<file path="src/core/tflr_pkg.sv">
// package with command codes, fields, reset values and types
package tflr_pkg;
    // command codes of the limit and policy registers
    localparam logic [7:0] CODE_OT_WARN = 8'h51;
    localparam logic [7:0] CODE_UT_WARN = 8'h52;
    localparam logic [7:0] CODE_UT_FAULT = 8'h53;
    localparam logic [7:0] CODE_UT_POLICY = 8'h54;
    // policy byte field positions
    localparam int MODE_HI = 7;
    localparam int MODE_LO = 6;
    localparam int RETRY_HI = 5;
    localparam int RETRY_LO = 3;
    localparam int DELAY_HI = 2;
    localparam int DELAY_LO = 0;
    // response modes and retry codes
    localparam logic [1:0] MODE_IGNORE = 2'h0;
    localparam logic [1:0] MODE_RUN_DELAY = 2'h1;
    localparam logic [1:0] MODE_OFF_RETRY = 2'h2;
    localparam logic [1:0] MODE_LATCH = 2'h3;
    localparam logic [2:0] RETRY_NONE = 3'h0;
    localparam logic [2:0] RETRY_FOREVER = 3'h7;
    // reset values
    localparam logic [15:0] RST_OT_WARN = 16'h0000;
    localparam logic [15:0] RST_UT_WARN = 16'h0000;
    localparam logic [15:0] RST_UT_FAULT = 16'h0000;
    localparam logic [7:0] RST_UT_POLICY = 8'h00;
    // linear format layout
    localparam int LIN_EXP_HI = 15;
    localparam int LIN_EXP_LO = 11;
    localparam int LIN_FRAC_BITS = 16;
    // command request from the management link decoder
    typedef struct packed {
        logic valid;
        logic write;
        logic [7:0] code;
        logic [15:0] data;
    } tflr_cmd_t;
    // reply to a read request
    typedef struct packed {
        logic valid;
        logic unmapped;
        logic [15:0] data;
    } tflr_rsp_t;
    // fault handling states, gray along run-delay-wait-latch
    typedef enum logic [1:0] {
        ST_RUN = 2'h0,
        ST_DELAY = 2'h1,
        ST_WAIT = 2'h3,
        ST_LATCH = 2'h2
    } tflr_state_t;
endpackage

</file>
<file path="src/core/tflr_top.sv">
// temperature limits and under-temperature fault response logic
`timescale 1ns/1ps
// What this block does
// - delay field n means 2**n time units, 1 to 128.
// - time unit length comes from a separate unit tick, not this byte.
// - one delay count serves keep-running time and restart spacing.
// - sixteen-bit over-temperature warning limit, read and write, word.
// - sixteen-bit under-temperature warning limit, read and write, word.
// - sixteen-bit under-temperature fault limit, read and write, word.
// - policy byte holds mode, retry count and delay count.
// - mode 00 keeps regulating through the fault.
// - mode 01 runs for the delay, then follows retries if still faulted.
// - mode 10 turns output off at once, then follows retries.
// - mode 11 keeps output off until the fault is cleared.
// - retry count 000 means no restart, off until cleared.
// - counts 1 to 6 allow that many restarts, then off until cleared.
// - count 111 retries without limit until commanded off.
module tflr_top (
    input wire logic mclk,
    input wire logic sys_rst,
    input tflr_pkg::tflr_cmd_t cmdReq,
    output tflr_pkg::tflr_rsp_t cmdRsp,
    input wire logic [15:0] tempReading,
    input wire logic unitTick,
    input wire logic clearFaults,
    input wire logic clearStatusBit,
    input wire logic onCommand,
    output logic outputEnable,
    output logic utFaultStatus,
    output logic utWarnStatus,
    output logic otWarnStatus,
    output logic [2:0] retriesUsed
);
    import tflr_pkg::*;

    logic [15:0] otWarnLimit;
    logic [15:0] utWarnLimit;
    logic [15:0] utFaultLimit;
    logic [7:0] utPolicy;
    tflr_state_t state;
    tflr_state_t next_state;
    logic [7:0] unitCount;
    logic [7:0] delayTarget;
    logic delayDone;
    logic faultNow;
    logic utWarnNow;
    logic otWarnNow;
    logic clearNow;
    logic failNow;
    logic onPrev;
    logic [1:0] mode;
    logic [2:0] retryLimit;

    // linear word to signed fixed point with sixteen fraction bits
    function automatic logic signed [47:0] lin_to_fix(input logic [15:0] w);
        logic signed [4:0] expo;
        logic signed [47:0] mant;
        logic [5:0] sh;
        expo = w[LIN_EXP_HI:LIN_EXP_LO];
        mant = 48'(signed'(w[10:0]));
        // signed sum, so a negative exponent shortens the shift
        sh = 6'(int'(expo) + LIN_FRAC_BITS);
        lin_to_fix = mant <<< sh;
    endfunction

    ////////////////////////////////////////////////////////////////////
    // register writes from the management link
    always_ff @(posedge mclk) begin
        if (sys_rst) begin
            otWarnLimit <= RST_OT_WARN;
            utWarnLimit <= RST_UT_WARN;
            utFaultLimit <= RST_UT_FAULT;
            utPolicy <= RST_UT_POLICY;
        end else if (cmdReq.valid && cmdReq.write) begin
            case (cmdReq.code)
                CODE_OT_WARN: otWarnLimit <= cmdReq.data;
                CODE_UT_WARN: utWarnLimit <= cmdReq.data;
                CODE_UT_FAULT: utFaultLimit <= cmdReq.data;
                CODE_UT_POLICY: utPolicy <= cmdReq.data[7:0];
                default: ;
            endcase
        end
    end

    // registered read replies, unmapped codes read zero and flag it
    always_ff @(posedge mclk) begin
        if (sys_rst) begin
            cmdRsp <= '0;
        end else begin
            cmdRsp.valid <= cmdReq.valid && !cmdReq.write;
            cmdRsp.unmapped <= 1'b0;
            case (cmdReq.code)
                CODE_OT_WARN: cmdRsp.data <= otWarnLimit;
                CODE_UT_WARN: cmdRsp.data <= utWarnLimit;
                CODE_UT_FAULT: cmdRsp.data <= utFaultLimit;
                CODE_UT_POLICY: cmdRsp.data <= {8'h00, utPolicy};
                default: begin
                    cmdRsp.data <= 16'h0000;
                    cmdRsp.unmapped <= cmdReq.valid;
                end
            endcase
        end
    end

    ////////////////////////////////////////////////////////////////////
    // policy fields and threshold compares
    assign mode = utPolicy[MODE_HI:MODE_LO];
    assign retryLimit = utPolicy[RETRY_HI:RETRY_LO];
    assign delayTarget = 8'h01 << utPolicy[DELAY_HI:DELAY_LO];
    assign faultNow = lin_to_fix(tempReading) < lin_to_fix(utFaultLimit);
    assign utWarnNow = lin_to_fix(tempReading) < lin_to_fix(utWarnLimit);
    assign otWarnNow = lin_to_fix(tempReading) > lin_to_fix(otWarnLimit);
    assign clearNow = clearFaults || clearStatusBit || (onCommand && !onPrev);
    assign delayDone = unitTick && (unitCount == 8'(delayTarget - 8'h01));

    // sticky status flags, a new event wins over a clear
    always_ff @(posedge mclk) begin
        if (sys_rst) begin
            utFaultStatus <= 1'b0;
            utWarnStatus <= 1'b0;
            otWarnStatus <= 1'b0;
        end else begin
            utFaultStatus <= faultNow || (utFaultStatus && !clearNow);
            utWarnStatus <= utWarnNow || (utWarnStatus && !clearNow);
            otWarnStatus <= otWarnNow || (otWarnStatus && !clearNow);
        end
    end

    // remembers the on command to see an off-then-on cycle
    always_ff @(posedge mclk) begin
        if (sys_rst) begin
            onPrev <= 1'b0;
        end else begin
            onPrev <= onCommand;
        end
    end

    ////////////////////////////////////////////////////////////////////
    // delay counter in time units, shared by run delay and restart wait
    always_ff @(posedge mclk) begin
        if (sys_rst || next_state != state) begin
            unitCount <= 8'h00;
        end else if ((state == ST_DELAY || state == ST_WAIT) && unitTick) begin
            unitCount <= delayDone ? 8'h00 : 8'(unitCount + 8'h01);
        end
    end

    // a fault that ends a run or a restart attempt
    always_comb begin
        failNow = 1'b0;
        if (onCommand && faultNow) begin
            if (state == ST_RUN) begin
                failNow = (mode == MODE_OFF_RETRY);
            end else if (state == ST_DELAY) begin
                failNow = delayDone;
            end
        end
    end

    // next state of the fault response
    always_comb begin
        next_state = state;
        if (!onCommand) begin
            next_state = ST_RUN;
        end else begin
            case (state)
                ST_RUN: begin
                    if (faultNow && mode == MODE_RUN_DELAY) begin
                        next_state = ST_DELAY;
                    end else if (faultNow && mode == MODE_LATCH) begin
                        next_state = ST_LATCH;
                    end
                end
                ST_DELAY: begin
                    if (delayDone && !faultNow) begin
                        next_state = ST_RUN;
                    end
                end
                ST_WAIT: begin
                    // a clear also ends the wait, with the count reset
                    if (delayDone || clearNow) begin
                        next_state = ST_RUN;
                    end
                end
                ST_LATCH: begin
                    if (clearNow) begin
                        next_state = ST_RUN;
                    end
                end
                default: next_state = ST_RUN;
            endcase
            if (failNow) begin
                if (retryLimit == RETRY_NONE) begin
                    next_state = ST_LATCH;
                end else if (retryLimit == RETRY_FOREVER) begin
                    next_state = ST_WAIT;
                end else if (retriesUsed < retryLimit) begin
                    next_state = ST_WAIT;
                end else begin
                    next_state = ST_LATCH;
                end
            end
        end
    end

    // state register
    always_ff @(posedge mclk) begin
        if (sys_rst) begin
            state <= ST_RUN;
        end else begin
            state <= next_state;
        end
    end

    // restart attempts spent since the fault was last cleared
    always_ff @(posedge mclk) begin
        if (sys_rst || !onCommand || clearNow) begin
            retriesUsed <= 3'h0;
        end else if (failNow && next_state == ST_WAIT
                     && retryLimit != RETRY_FOREVER) begin
            retriesUsed <= 3'(retriesUsed + 3'h1);
        end
    end

    // output is on while running or riding out the delay
    always_ff @(posedge mclk) begin
        if (sys_rst) begin
            outputEnable <= 1'b0;
        end else begin
            outputEnable <= (next_state == ST_RUN || next_state == ST_DELAY)
                            && onCommand;
        end
    end
endmodule // tflr_top

</file>
<file path="config.mk">
export PLATFORM = sky130hd
export DESIGN_NAME = tflr_top
export DESIGN_NICKNAME = d
export VERILOG_FILES = /design/src/core/tflr_pkg.sv /design/src/core/tflr_top.sv
export SDC_FILE = /design/constraint.sdc
export NUM_CORES = 1
export LEC_CHECK = 0
export BUFFER_PORTS_ARGS = -buffer_cell sky130_fd_sc_hd__buf_2
export CAP_MARGIN = 20
export CORE_MARGIN = 2
export CORE_UTILIZATION = 45
export CTS_CLUSTER_SIZE = 10
export DETAILED_ROUTE_END_ITERATION = 10
export GPL_TIMING_DRIVEN = 0
export SLEW_MARGIN = 20
export SYNTH_ARGS = -nofsm -noshare
export SYNTH_HDL_FRONTEND = slang
export SYNTH_SLANG_ARGS = --single-unit
</file>
<file path="constraint.sdc">
create_clock -name mclk -period 5.9 [get_ports mclk]
set_clock_uncertainty 0.2 [all_clocks]
set_input_delay 0.885 -clock mclk [delete_from_list [all_inputs] [get_ports mclk]]
set_output_delay 0.885 -clock mclk [all_outputs]
set_load 0.02 [all_outputs]
</file>
==> metrics.cfg, run 1 <==
[die]
num_io_pins = 73
die_x_microns = 155.4
initial_core_util = 0.4568
die_h_microns = 155.4
die-area_sq_mm = 0.02414
core-area_sq_mm = 0.02257
row_count = 55

[synthesis]
ys_types = 67
netlist_instances = 1433
synth_xor_area_frac = 0.005946
avgSynthCellArea_sq_um = 7.195
synth-compound-area-share = 0.2684
synthMuxAreaShare = 0.1196
synth_edf_count = 0
syn_area_sq_mm = 0.01031
async_reset_ff_frac = 0
yosysSeqAreaShare = 0.1786
synth_top_family_by_area = compound AO/OA/AOI/OAI gates
yosys.area_share.simple = 0.2261
synth_seq_cells = 92
syn_nets = 1609
synth_fa_ha_area_frac = 0.1563
yosysWarnings = 0
synth_ff_type = dfxtp_1

[final_layout]
finalInstanceArea_sq_mm = 0.01131
fill_cells = 2327
antennaDiodeCount = 0
drive_above_1_share = 0.08240
final_nets = 1688
area_growth_pct = 9.708

[setup_path]
critPathKind = in2reg
crit_fanout = 10
critPathLaunch = tempReading[11]
crit_slowest_cell = a2111oi_4
worstPathCellList = clkbuf_1 -> clkbuf_1 -> mux2i_1 -> o21ai_0 -> mux2i_1 -> a21o_1 -> o21ai_2 -> ha_1 -> and4_1 -> nand4_1 -> nand3b_1 -> nor2_1 -> a2111oi_4 -> a41oi_1 -> a21o_1 -> a21oi_1
critPathRequiredTime_ps = 5980
critPathMaxStageDelay_ps = 650
critPathTopFamily = compound AO/OA/AOI/OAI gates
critical_path.endpoint_type = register
crit_arrival_ps = 5630
cp_num_buf_inv = 2
worst_setup_path_start_kind = input pin
reg2reg_from = utFaultLimit[12]

[timing]
slew_viol_final = 0
fin_tns_setup_ps = 0
finalCriticalPeriod_ps = 5553
hold_violations = 0
holdWs_ps = 290.0
setup_ws_ps = 346.9
slew_headroom = 0.2038
fin_crit_sh = 0.9412
finalSetupViolCount = 0
rsz0062_at_grt = false
worstMarginPinSlew_ps = 1182
fmax_ghz = 0.1801

[placement]
dp_slack_ps = -219.3
place_area_sq_mm = 0.01101
gp_routability_congestion = 0.9773
port_buffers = 68
dpl.hpwl_microns = 30230

[pwr]
peakVddDrop_uv = 161.6
pwr_density_cell_mw_per_mm2 = 141.1
total_power_mw = 1.596
p_leak_nw = 4.287

[routing]
ant_nets = 0
vias = 11030
totalWireLength_microns = 37540
drc_errors = 0
drtIter0Drc = 923
wire_per_inst_microns = 20.83
viasPerCell = 6.120
first_pass_iters = 7

[job]
drv_cap = 0

[clock_network]
ctsHoldBuffers = 0
clock-sinks = 92
cts_root_buf = clkbuf_16
post_cts_buffers = 0
clk_latency_ps = 360
path_clk_slew_ps = 70
cts_tree = built
htreeDepth = 3
cts_buffer_depth = 2
cts_buffers = 9

[min_path]
hp-class = reg2reg
hp-start = utWarnLimit[3]

[global_routing]
overflow = 0
grt_max_degree = 19
antenna_found_initial = 0
grt_pass1_wl_microns = 57500
grt_use_total = 0.3077
grt_pass1_vias = 10090

[outcome]
status = completed

-- sequential cells by signal (all words and copies together), names as in the netlist, 2 cells and up --
signal and count:
otWarnLimit 16, cmdRsp 18, retriesUsed 3, utPolicy 8, utFaultLimit 16, state 2
utWarnLimit 16, unitCount 8
-- metal layers --
| metal | part of all wire | track usage | vias up | wire length [microns] |
|---|---|---|---|---|
| li1 | - | - | 5388 | - |
| met1 | 0.46 | 0.4409 | 5118 | 17310 |
| met2 | 0.43 | 0.4758 | 446 | 16040 |
| met3 | 0.073 | 0.03398 | 77 | 2727 |
| met4 | 0.039 | 0.1123 | 0 | 1459 |
| met5 | 0 | 0 | - | 0 |
-- cells in the mapped netlist, drive strengths merged (5+ instances only) --
cell	instances	share of area
mux2	20	0.022
a211oi	13	0.0095
and2	18	0.011
clkinv	5	0.0018
inv	28	0.010
nand4	24	0.015
o211ai	14	0.010
xnor2	5	0.0042
o31a	6	0.0051
clkbuf	79	0.029
a22oi	20	0.015
dfxtp	92	0.18
nor2b	14	0.0085
a221oi	10	0.0085
o21a	11	0.0080
nand2	241	0.088
a21oi	156	0.076
o22ai	5	0.0030
a21boi	14	0.010
nor2	135	0.049
or3	8	0.0049
a31oi	16	0.0097
nor3	15	0.0073
a21o	40	0.029
and3	8	0.0049
mux2i	94	0.091
nand3	21	0.010
nor4	6	0.0036
nand2b	17	0.010
ha	128	0.16
buf	11	0.0042
o21ai	98	0.048
-- area by class of cell --
class / count / area (sq um) / share of cell area
inverter: 33 / 123.9 / 0.01095
timing repair buffer: 68 / 340.3 / 0.03009
buffer: 90 / 340.3 / 0.03009
multi-input combinational: 1218 / 8015 / 0.7086
clock inverter: 7 / 68.82 / 0.006083
clock buffer: 9 / 225.2 / 0.01991
tap: 285 / 356.6 / 0.03152
sequential: 92 / 1842 / 0.1628
-- tightest hold or removal path: stages (launching register included) --
cell and delay, ps:
dfxtp_1 330, nand2_1 60, a21oi_1 50
-- where the power goes --
part | switching, mW | internal, mW | total [mW]
Clock | 0.280 | 0.298 | 0.578
Sequential | 0.00201 | 0.624 | 0.626
Combinational | 0.244 | 0.149 | 0.393
-- timing repair --
item / 4_1_cts / 5_1_grt
resized for setup: 0 / 4
setup endpoints to repair: 0 / 10
endpoints found under the hold margin: 0 / 0
-- through the flow --
step / instances / utilization
after floorplan: 1433 / -
final: 1802 / 0.5012
after CTS: 1802 / 0.5010
after global routing: 1802 / 0.5012
after global placement: 1786 / 0.4877
after detailed placement: 1786 / 0.4880
-- cell families (layout without fill, tap and decap cells) --
group / Yosys count / after routing
simple gates: 523 / 523
buf+inv: 123 / 207
mux: 117 / 117
xor+xnor: 7 / 7
flops: 92 / 92
fa+ha+maj: 129 / 129
compound gates: 442 / 442
-- cells in the final DEF, fill, tap and decap left out, types with 15 or more instances in the layout --
cell type / instances
clkbuf_1: 79
buf_2: 70
ha_1: 128
nand3_1: 21
inv_1: 27
a21oi_1: 156
nand2b_1: 17
and2_1: 18
nor2_1: 135
nand2_1: 241
nor3_1: 15
mux2_2: 20
nand4_1: 23
a22oi_1: 20
a21o_1: 40
dfxtp_1: 92
a31oi_1: 16
mux2i_1: 94
o21ai_0: 88
-- path summary, 6_finish.rpt --
check / to / slack, ps / depth (start not counted)
min reg2reg: utWarnLimit[3] / 290 / 2
max: unitCount[5] / 350 / 16
max reg2reg: unitCount[5] / 1030 / 15
min: utWarnLimit[3] / 290 / 2
(Power assumes the default switching activity.)
==> run 2: changes to the inputs <==
--- a/config.mk
+++ b/config.mk
@@ -12,6 +12,7 @@
 export CTS_CLUSTER_SIZE = 10
 export DETAILED_ROUTE_END_ITERATION = 10
 export GPL_TIMING_DRIVEN = 0
+export SETUP_SLACK_MARGIN = 0.5
 export SLEW_MARGIN = 20
 export SYNTH_ARGS = -nofsm -noshare
 export SYNTH_HDL_FRONTEND = slang
==> run 2 against run 1 <==
  * Final area increased by 0.42%
  * Critical path type unchanged
  * Power grew 0.41%
  * Routed wire length rose by 0.15%
  * Hold slack got worse by 1.5 ps
  * Sequential share of layout area shrank 0.068 points
  * Register-to-register slack got worse by 100 ps
  * Setup slack improved by 350 ps
==> metrics.cfg, run 2 (synthesis results as in run 1) <==
[routing]
drc_errors = 0  ; unchanged
vias = 10980  ; -0.46%
ant_nets = 0  ; unchanged
first_pass_iters = 5  ; -2
totalWireLength_microns = 37590  ; +0.15%
drtIter0Drc = 933  ; +1.1%
viasPerCell = 6.092  ; -0.46%
wire_per_inst_microns = 20.86  ; +0.15%

[global_routing]
grt_pass1_vias = 10130  ; +0.39%
grt_use_total = 0.3081  ; +0.0003535
antenna_found_initial = 0  ; unchanged
overflow = 0  ; unchanged
grt_pass1_wl_microns = 57570  ; +0.11%
grt_max_degree = 19  ; unchanged

[job]
drv_cap = 0  ; unchanged

[clock_network]
clock-sinks = 92  ; unchanged
cts_buffer_depth = 2  ; unchanged
post_cts_buffers = 0  ; unchanged
cts_root_buf = clkbuf_16
htreeDepth = 3  ; unchanged
path_clk_slew_ps = 70  ; about the same
ctsHoldBuffers = 0  ; unchanged
clk_latency_ps = 360  ; about the same
cts_tree = built
cts_buffers = 9  ; unchanged

[final_layout]
area_growth_pct = 10.17
final_util = 0.5033  ; +0.002107
antennaDiodeCount = 0  ; unchanged
final_common_cell = nand2_1
drive_above_1_share = 0.08965  ; +0.007251
mostFrequentLayoutCells = nand2_1 (241), a21oi_1 (156), nor2_1 (135)
final_nets = 1688  ; unchanged
largest_register_ffs = 18  ; unchanged
regMostFlops = cmdRsp

[timing]
finalSetupViolCount = 0  ; unchanged
slew_headroom = 0.3535  ; +0.1497
setup_ws_ps = 692.4  ; +345.5 ps
finalCriticalPeriod_ps = 5208  ; -345.5 ps
holdWs_ps = 288.5  ; -1.511 ps
rsz0062_at_grt = false
fin_tns_setup_ps = 0  ; unchanged
worstMarginPinSlew_ps = 959.7  ; -222.1 ps
slew_viol_final = 0  ; unchanged
fmax_ghz = 0.1920  ; +6.6%
hold_violations = 0  ; unchanged
fin_crit_sh = 0.8826  ; -0.05855

[die]
die_x_microns = 155.4  ; unchanged
initial_core_util = 0.4568  ; unchanged
core-area_sq_mm = 0.02257  ; unchanged
num_io_pins = 73  ; unchanged
row_count = 55  ; unchanged
die-area_sq_mm = 0.02414  ; unchanged
die_h_microns = 155.4  ; unchanged

[setup_path]
crit_slowest_cell = o221ai_1
path_common_cell = a21oi_1
crit_fanout = 10  ; unchanged
critPathMaxStageDelay_ps = 740  ; +90 ps
critPathRequiredTime_ps = 5980  ; about the same
worstPathCellList = clkbuf_2 -> buf_2 -> mux2i_1 -> mux2_2 -> o22a_1 -> o221ai_1 -> ha_1 -> a21oi_1 -> nor2_1 -> a211oi_1 -> a31oi_1 -> a2111oi_4 -> a41oi_2 -> a21o_1 -> a21oi_1
worst_setup_path_start_kind = input pin
critPathKind = in2reg
critical_path.endpoint_type = register
crit_arrival_ps = 5290  ; -340 ps

[placement]
port_buffers = 68  ; unchanged
gp_routability_congestion = 0.9773  ; unchanged
dpl.hpwl_microns = 30230  ; unchanged
dp_slack_ps = -219.3  ; unchanged

[outcome]
status = completed

[pwr]
pwr_density_cell_mw_per_mm2 = 141.1  ; about the same
total_power_mw = 1.603  ; +0.41%
peakVddDrop_uv = 162.3  ; +0.38%
p_leak_nw = 4.305  ; +0.41%

[min_path]
hp-class = reg2reg

[run 2: worst max-delay path, delay by kind of cell]
family                   cells  cell delay (ps)
AND/OR/NAND/NOR              1               60
adder cells (fa/ha/maj)      1              380
buffers and inverters        2              470
AO/OA/AOI/OAI                9             3020
multiplexers                 2              440
[run 2: final cells by class]
type | instances | area [sq um]
fillers | 2323 | 11210
multi-input cells | 1218 | 8059
flip-flops and latches | 92 | 1842
well taps | 285 | 356.6
plain buffers | 90 | 344.1
repair buffers | 68 | 340.3
clock buffers | 9 | 225.2
inverters | 33 | 123.9
clock inverters | 7 | 68.82
[run 2: where the power goes]
group | internal [mW] | switching [mW]
logic | 0.151 | 0.247
clock network | 0.298 | 0.281
registers | 0.624 | 0.00202
total | 1.07 | 0.530
[run 2: repair_timing]
item | in CTS | in global routing
pin swaps | 0 | 1
resized for setup | 9 | 13
endpoints found under the setup margin | 12 | 10
[run 2: metrics by stage]
| stage | instance area [sq um] | instances |
|---|---|---|
| CTS | 11330 | 1802 |
| floorplan | 10310 | 1433 |
| global placement | 11010 | 1786 |
| detailed placement | 11010 | 1786 |
| global route | 11360 | 1802 |
| finish | 11360 | 1802 |
[run 2: path summary, 6_finish.rpt]
path	startpoint	endpoint	slack (ps)	cells past startpoint
setup / recovery	tempReading[11]	unitCount[5]	690	15
hold / removal	utWarnLimit[3]	utWarnLimit[3]	290	2
setup reg to reg	utFaultLimit[12]	unitCount[5]	930	16
hold reg to reg	utWarnLimit[3]	utWarnLimit[3]	290	2
[run 2: metal layers]
layer  global-route usage  wire (microns)  vias to the layer above
met2               0.4804           16430                      431
met1               0.4402           17320                     5096
li1                     -               -                     5384
met5                    0               0                        -
met4               0.1062            1143                        0
met3              0.03454            2704                       67
==> run 3: changes to the inputs <==
--- a/config.mk
+++ b/config.mk
@@ -7,8 +7,7 @@
 export LEC_CHECK = 0
 export BUFFER_PORTS_ARGS = -buffer_cell sky130_fd_sc_hd__buf_2
 export CAP_MARGIN = 20
-export CORE_MARGIN = 2
-export CORE_UTILIZATION = 45
+export CORE_UTILIZATION = 40
 export CTS_CLUSTER_SIZE = 10
 export DETAILED_ROUTE_END_ITERATION = 10
 export GPL_TIMING_DRIVEN = 0
==> run 3 against run 2 <==
  * Clock power fell by 5.5%
  * Setup slack improved by 26 ps
  * Non-clock buffer count rose by 1
  * Power fell by 1.9%
  * Via count rose by 0.83%
==> metrics.cfg, run 3 (synthesis results as in run 1) <==
[clock_network]
cts_root_buf = clkbuf_16
cts_buffers = 9  ; unchanged
htreeDepth = 3  ; unchanged
cts_buffer_depth = 2  ; unchanged
ctsHoldBuffers = 0  ; unchanged
clk_latency_ps = 350  ; about the same
path_clk_slew_ps = 60  ; about the same
clock-sinks = 92  ; unchanged
cts_tree = built

[global_routing]
grt_max_degree = 15  ; -4
grt_use_total = 0.2819  ; -0.02613
grt_pass1_vias = 10170  ; +0.42%
antenna_found_initial = 0  ; unchanged
grt_pass1_wl_microns = 57500  ; -0.12%
overflow = 0  ; unchanged

[pwr]
swShare = 0.3182  ; -0.01263
pwr_density_cell_mw_per_mm2 = 138.2  ; -2.1%
seqPwrFrac = 0.399  ; +0.008
p_leak_nw = 4.289  ; -0.37%
comb_power_share = 0.253  ; +0.005
p_sw_uw = 500.1  ; -5.7%
internal_power_mw = 1.072  ; about the same
peakVddDrop_uv = 160.4  ; -1.2%
total_power_mw = 1.572  ; -1.9%
power.share.clock = 0.348  ; -0.013

[timing]
finalSetupViolCount = 0  ; unchanged
finalCriticalPeriod_ps = 5181  ; -26.21 ps
worstMarginPinSlew_ps = 1040  ; +80.81 ps
fin_crit_sh = 0.8782  ; -0.004443
hold_violations = 0  ; unchanged
holdWs_ps = 284.4  ; -4.107 ps
rsz0062_at_grt = false
fin_tns_setup_ps = 0  ; unchanged
slew_viol_final = 0  ; unchanged
slew_headroom = 0.3022  ; -0.05129
fmax_ghz = 0.1930  ; +0.51%

[final_layout]
final_common_cell = nand2_1
finalInstanceArea_sq_mm = 0.01138  ; +0.15%
stdcell_count = 1847  ; +2.5%
regMostFlops = cmdRsp
drive_above_1_share = 0.08504  ; -0.004614
area_growth_pct = 10.34
largest_register_ffs = 18  ; unchanged
antennaDiodeCount = 0  ; unchanged
final_nets = 1689  ; +0.059%
mostFrequentLayoutCells = nand2_1 (241), a21oi_1 (156), nor2_1 (135)

[routing]
first_pass_iters = 7  ; +2
viasPerCell = 5.993  ; -1.6%
wire_per_inst_microns = 20.15  ; -3.4%
drc_errors = 0  ; unchanged
vias = 11070  ; +0.83%
drtIter0Drc = 1018  ; +9.1%
totalWireLength_microns = 37220  ; -0.98%
ant_nets = 0  ; unchanged

[job]
drv_cap = 0  ; unchanged

[min_path]
hp-class = reg2reg

[die]
initial_core_util = 0.4083  ; -0.04852
die_h_microns = 162.6  ; +4.6%
die-area_sq_mm = 0.02642  ; +9.5%
die_x_microns = 162.6  ; +4.6%
row_count = 58  ; +5.5%
num_io_pins = 73  ; unchanged
core-area_sq_mm = 0.02525  ; +12%

[setup_path]
critPathKind = in2reg
critPathRequiredTime_ps = 5980  ; about the same
crit_fanout = 10  ; unchanged
critical_path.endpoint_type = register
crit_arrival_ps = 5260  ; -30 ps
worst_setup_path_start_kind = input pin

[placement]
gp_routability_congestion = 0.9698  ; -0.77%
port_buffers = 68  ; unchanged
dp.cells = 1831  ; +2.5%
dpl.hpwl_microns = 29770  ; -1.5%
place_area_sq_mm = 0.01107  ; +0.51%

[outcome]
status = completed

-- run 3: cell types whose count changed in the layout (fill, tap and decap cells not counted), sizes merged --
cell,before,now
buf,79,80
inv,32,29
clkinv,7,6
clkbuf,88,91
-- run 3: what timing repair did --
item                                   4_1_cts  5_1_grt
setup buffers                                1        0
pin swaps                                    1        0
endpoints found under the hold margin        0        0
gates resized for setup                     11        6
setup endpoints to repair                   14       11
-- run 3: worst max-delay path, cell delays in order --
cell and delay, ps:
buf_2 240, clkbuf_1 380, a21boi_0 230, a311oi_1 80, a21oi_1 340, o21ai_0 160, o21ai_0 700, ha_1 250
nand4_1 100, nor3_1 290, o221ai_1 180, a31oi_1 310, a2111oi_4 90, buf_4 190, a41oi_2 300, nand3_1 290
a21oi_1 230
-- run 3: final cells by class --
type,count,area (sq um)
Timing Repair Buffer,69,347.8
Clock inverter,3,21.27
Tap cell,330,412.9
Clock buffer,12,246.5
Inverter,33,123.9
Fill cell,2670,13880
Buffer,90,342.8
Sequential cell,92,1842
Multi-Input combinational cell,1218,8040
-- run 3: through the flow --
step	util	worst slack [ps]
CTS	0.4501	492.0
global placement	0.4381	-514.8
floorplan	-	1121
finish	0.4505	718.6
global route	0.4505	510.9
detailed placement	0.4384	-499.3
-- run 3: final timing paths --
check	slack (ps)	start	depth (start not counted)	end
setup / recovery	720	tempReading[10]	17	unitCount[5]
hold / removal	280	utFaultStatus	2	utFaultStatus
setup reg to reg	1210	utFaultLimit[12]	16	unitCount[5]
hold reg to reg	280	utFaultStatus	2	utFaultStatus
-- run 3: layer usage --
metal / wire [microns] / part of all wire / track usage
met1: 17560 / 0.47 / 0.3972
met2: 15940 / 0.43 / 0.4293
met3: 2292 / 0.062 / 0.03667
met4: 1429 / 0.038 / 0.1181
met5: 0 / 0 / 0
-- run 3: power by group through the flow --
stage / combinational, mW / clock, mW / sequential (mW)
2_1_floorplan: 0.253 / 0 / 0.644
3_3_place_gp: 0.377 / 0 / 0.641
3_5_place_dp: 0.384 / 0 / 0.641
4_1_cts: 0.390 / 0.552 / 0.627
5_1_grt: 0.439 / 0.582 / 0.626
6_report: 0.398 / 0.547 / 0.627
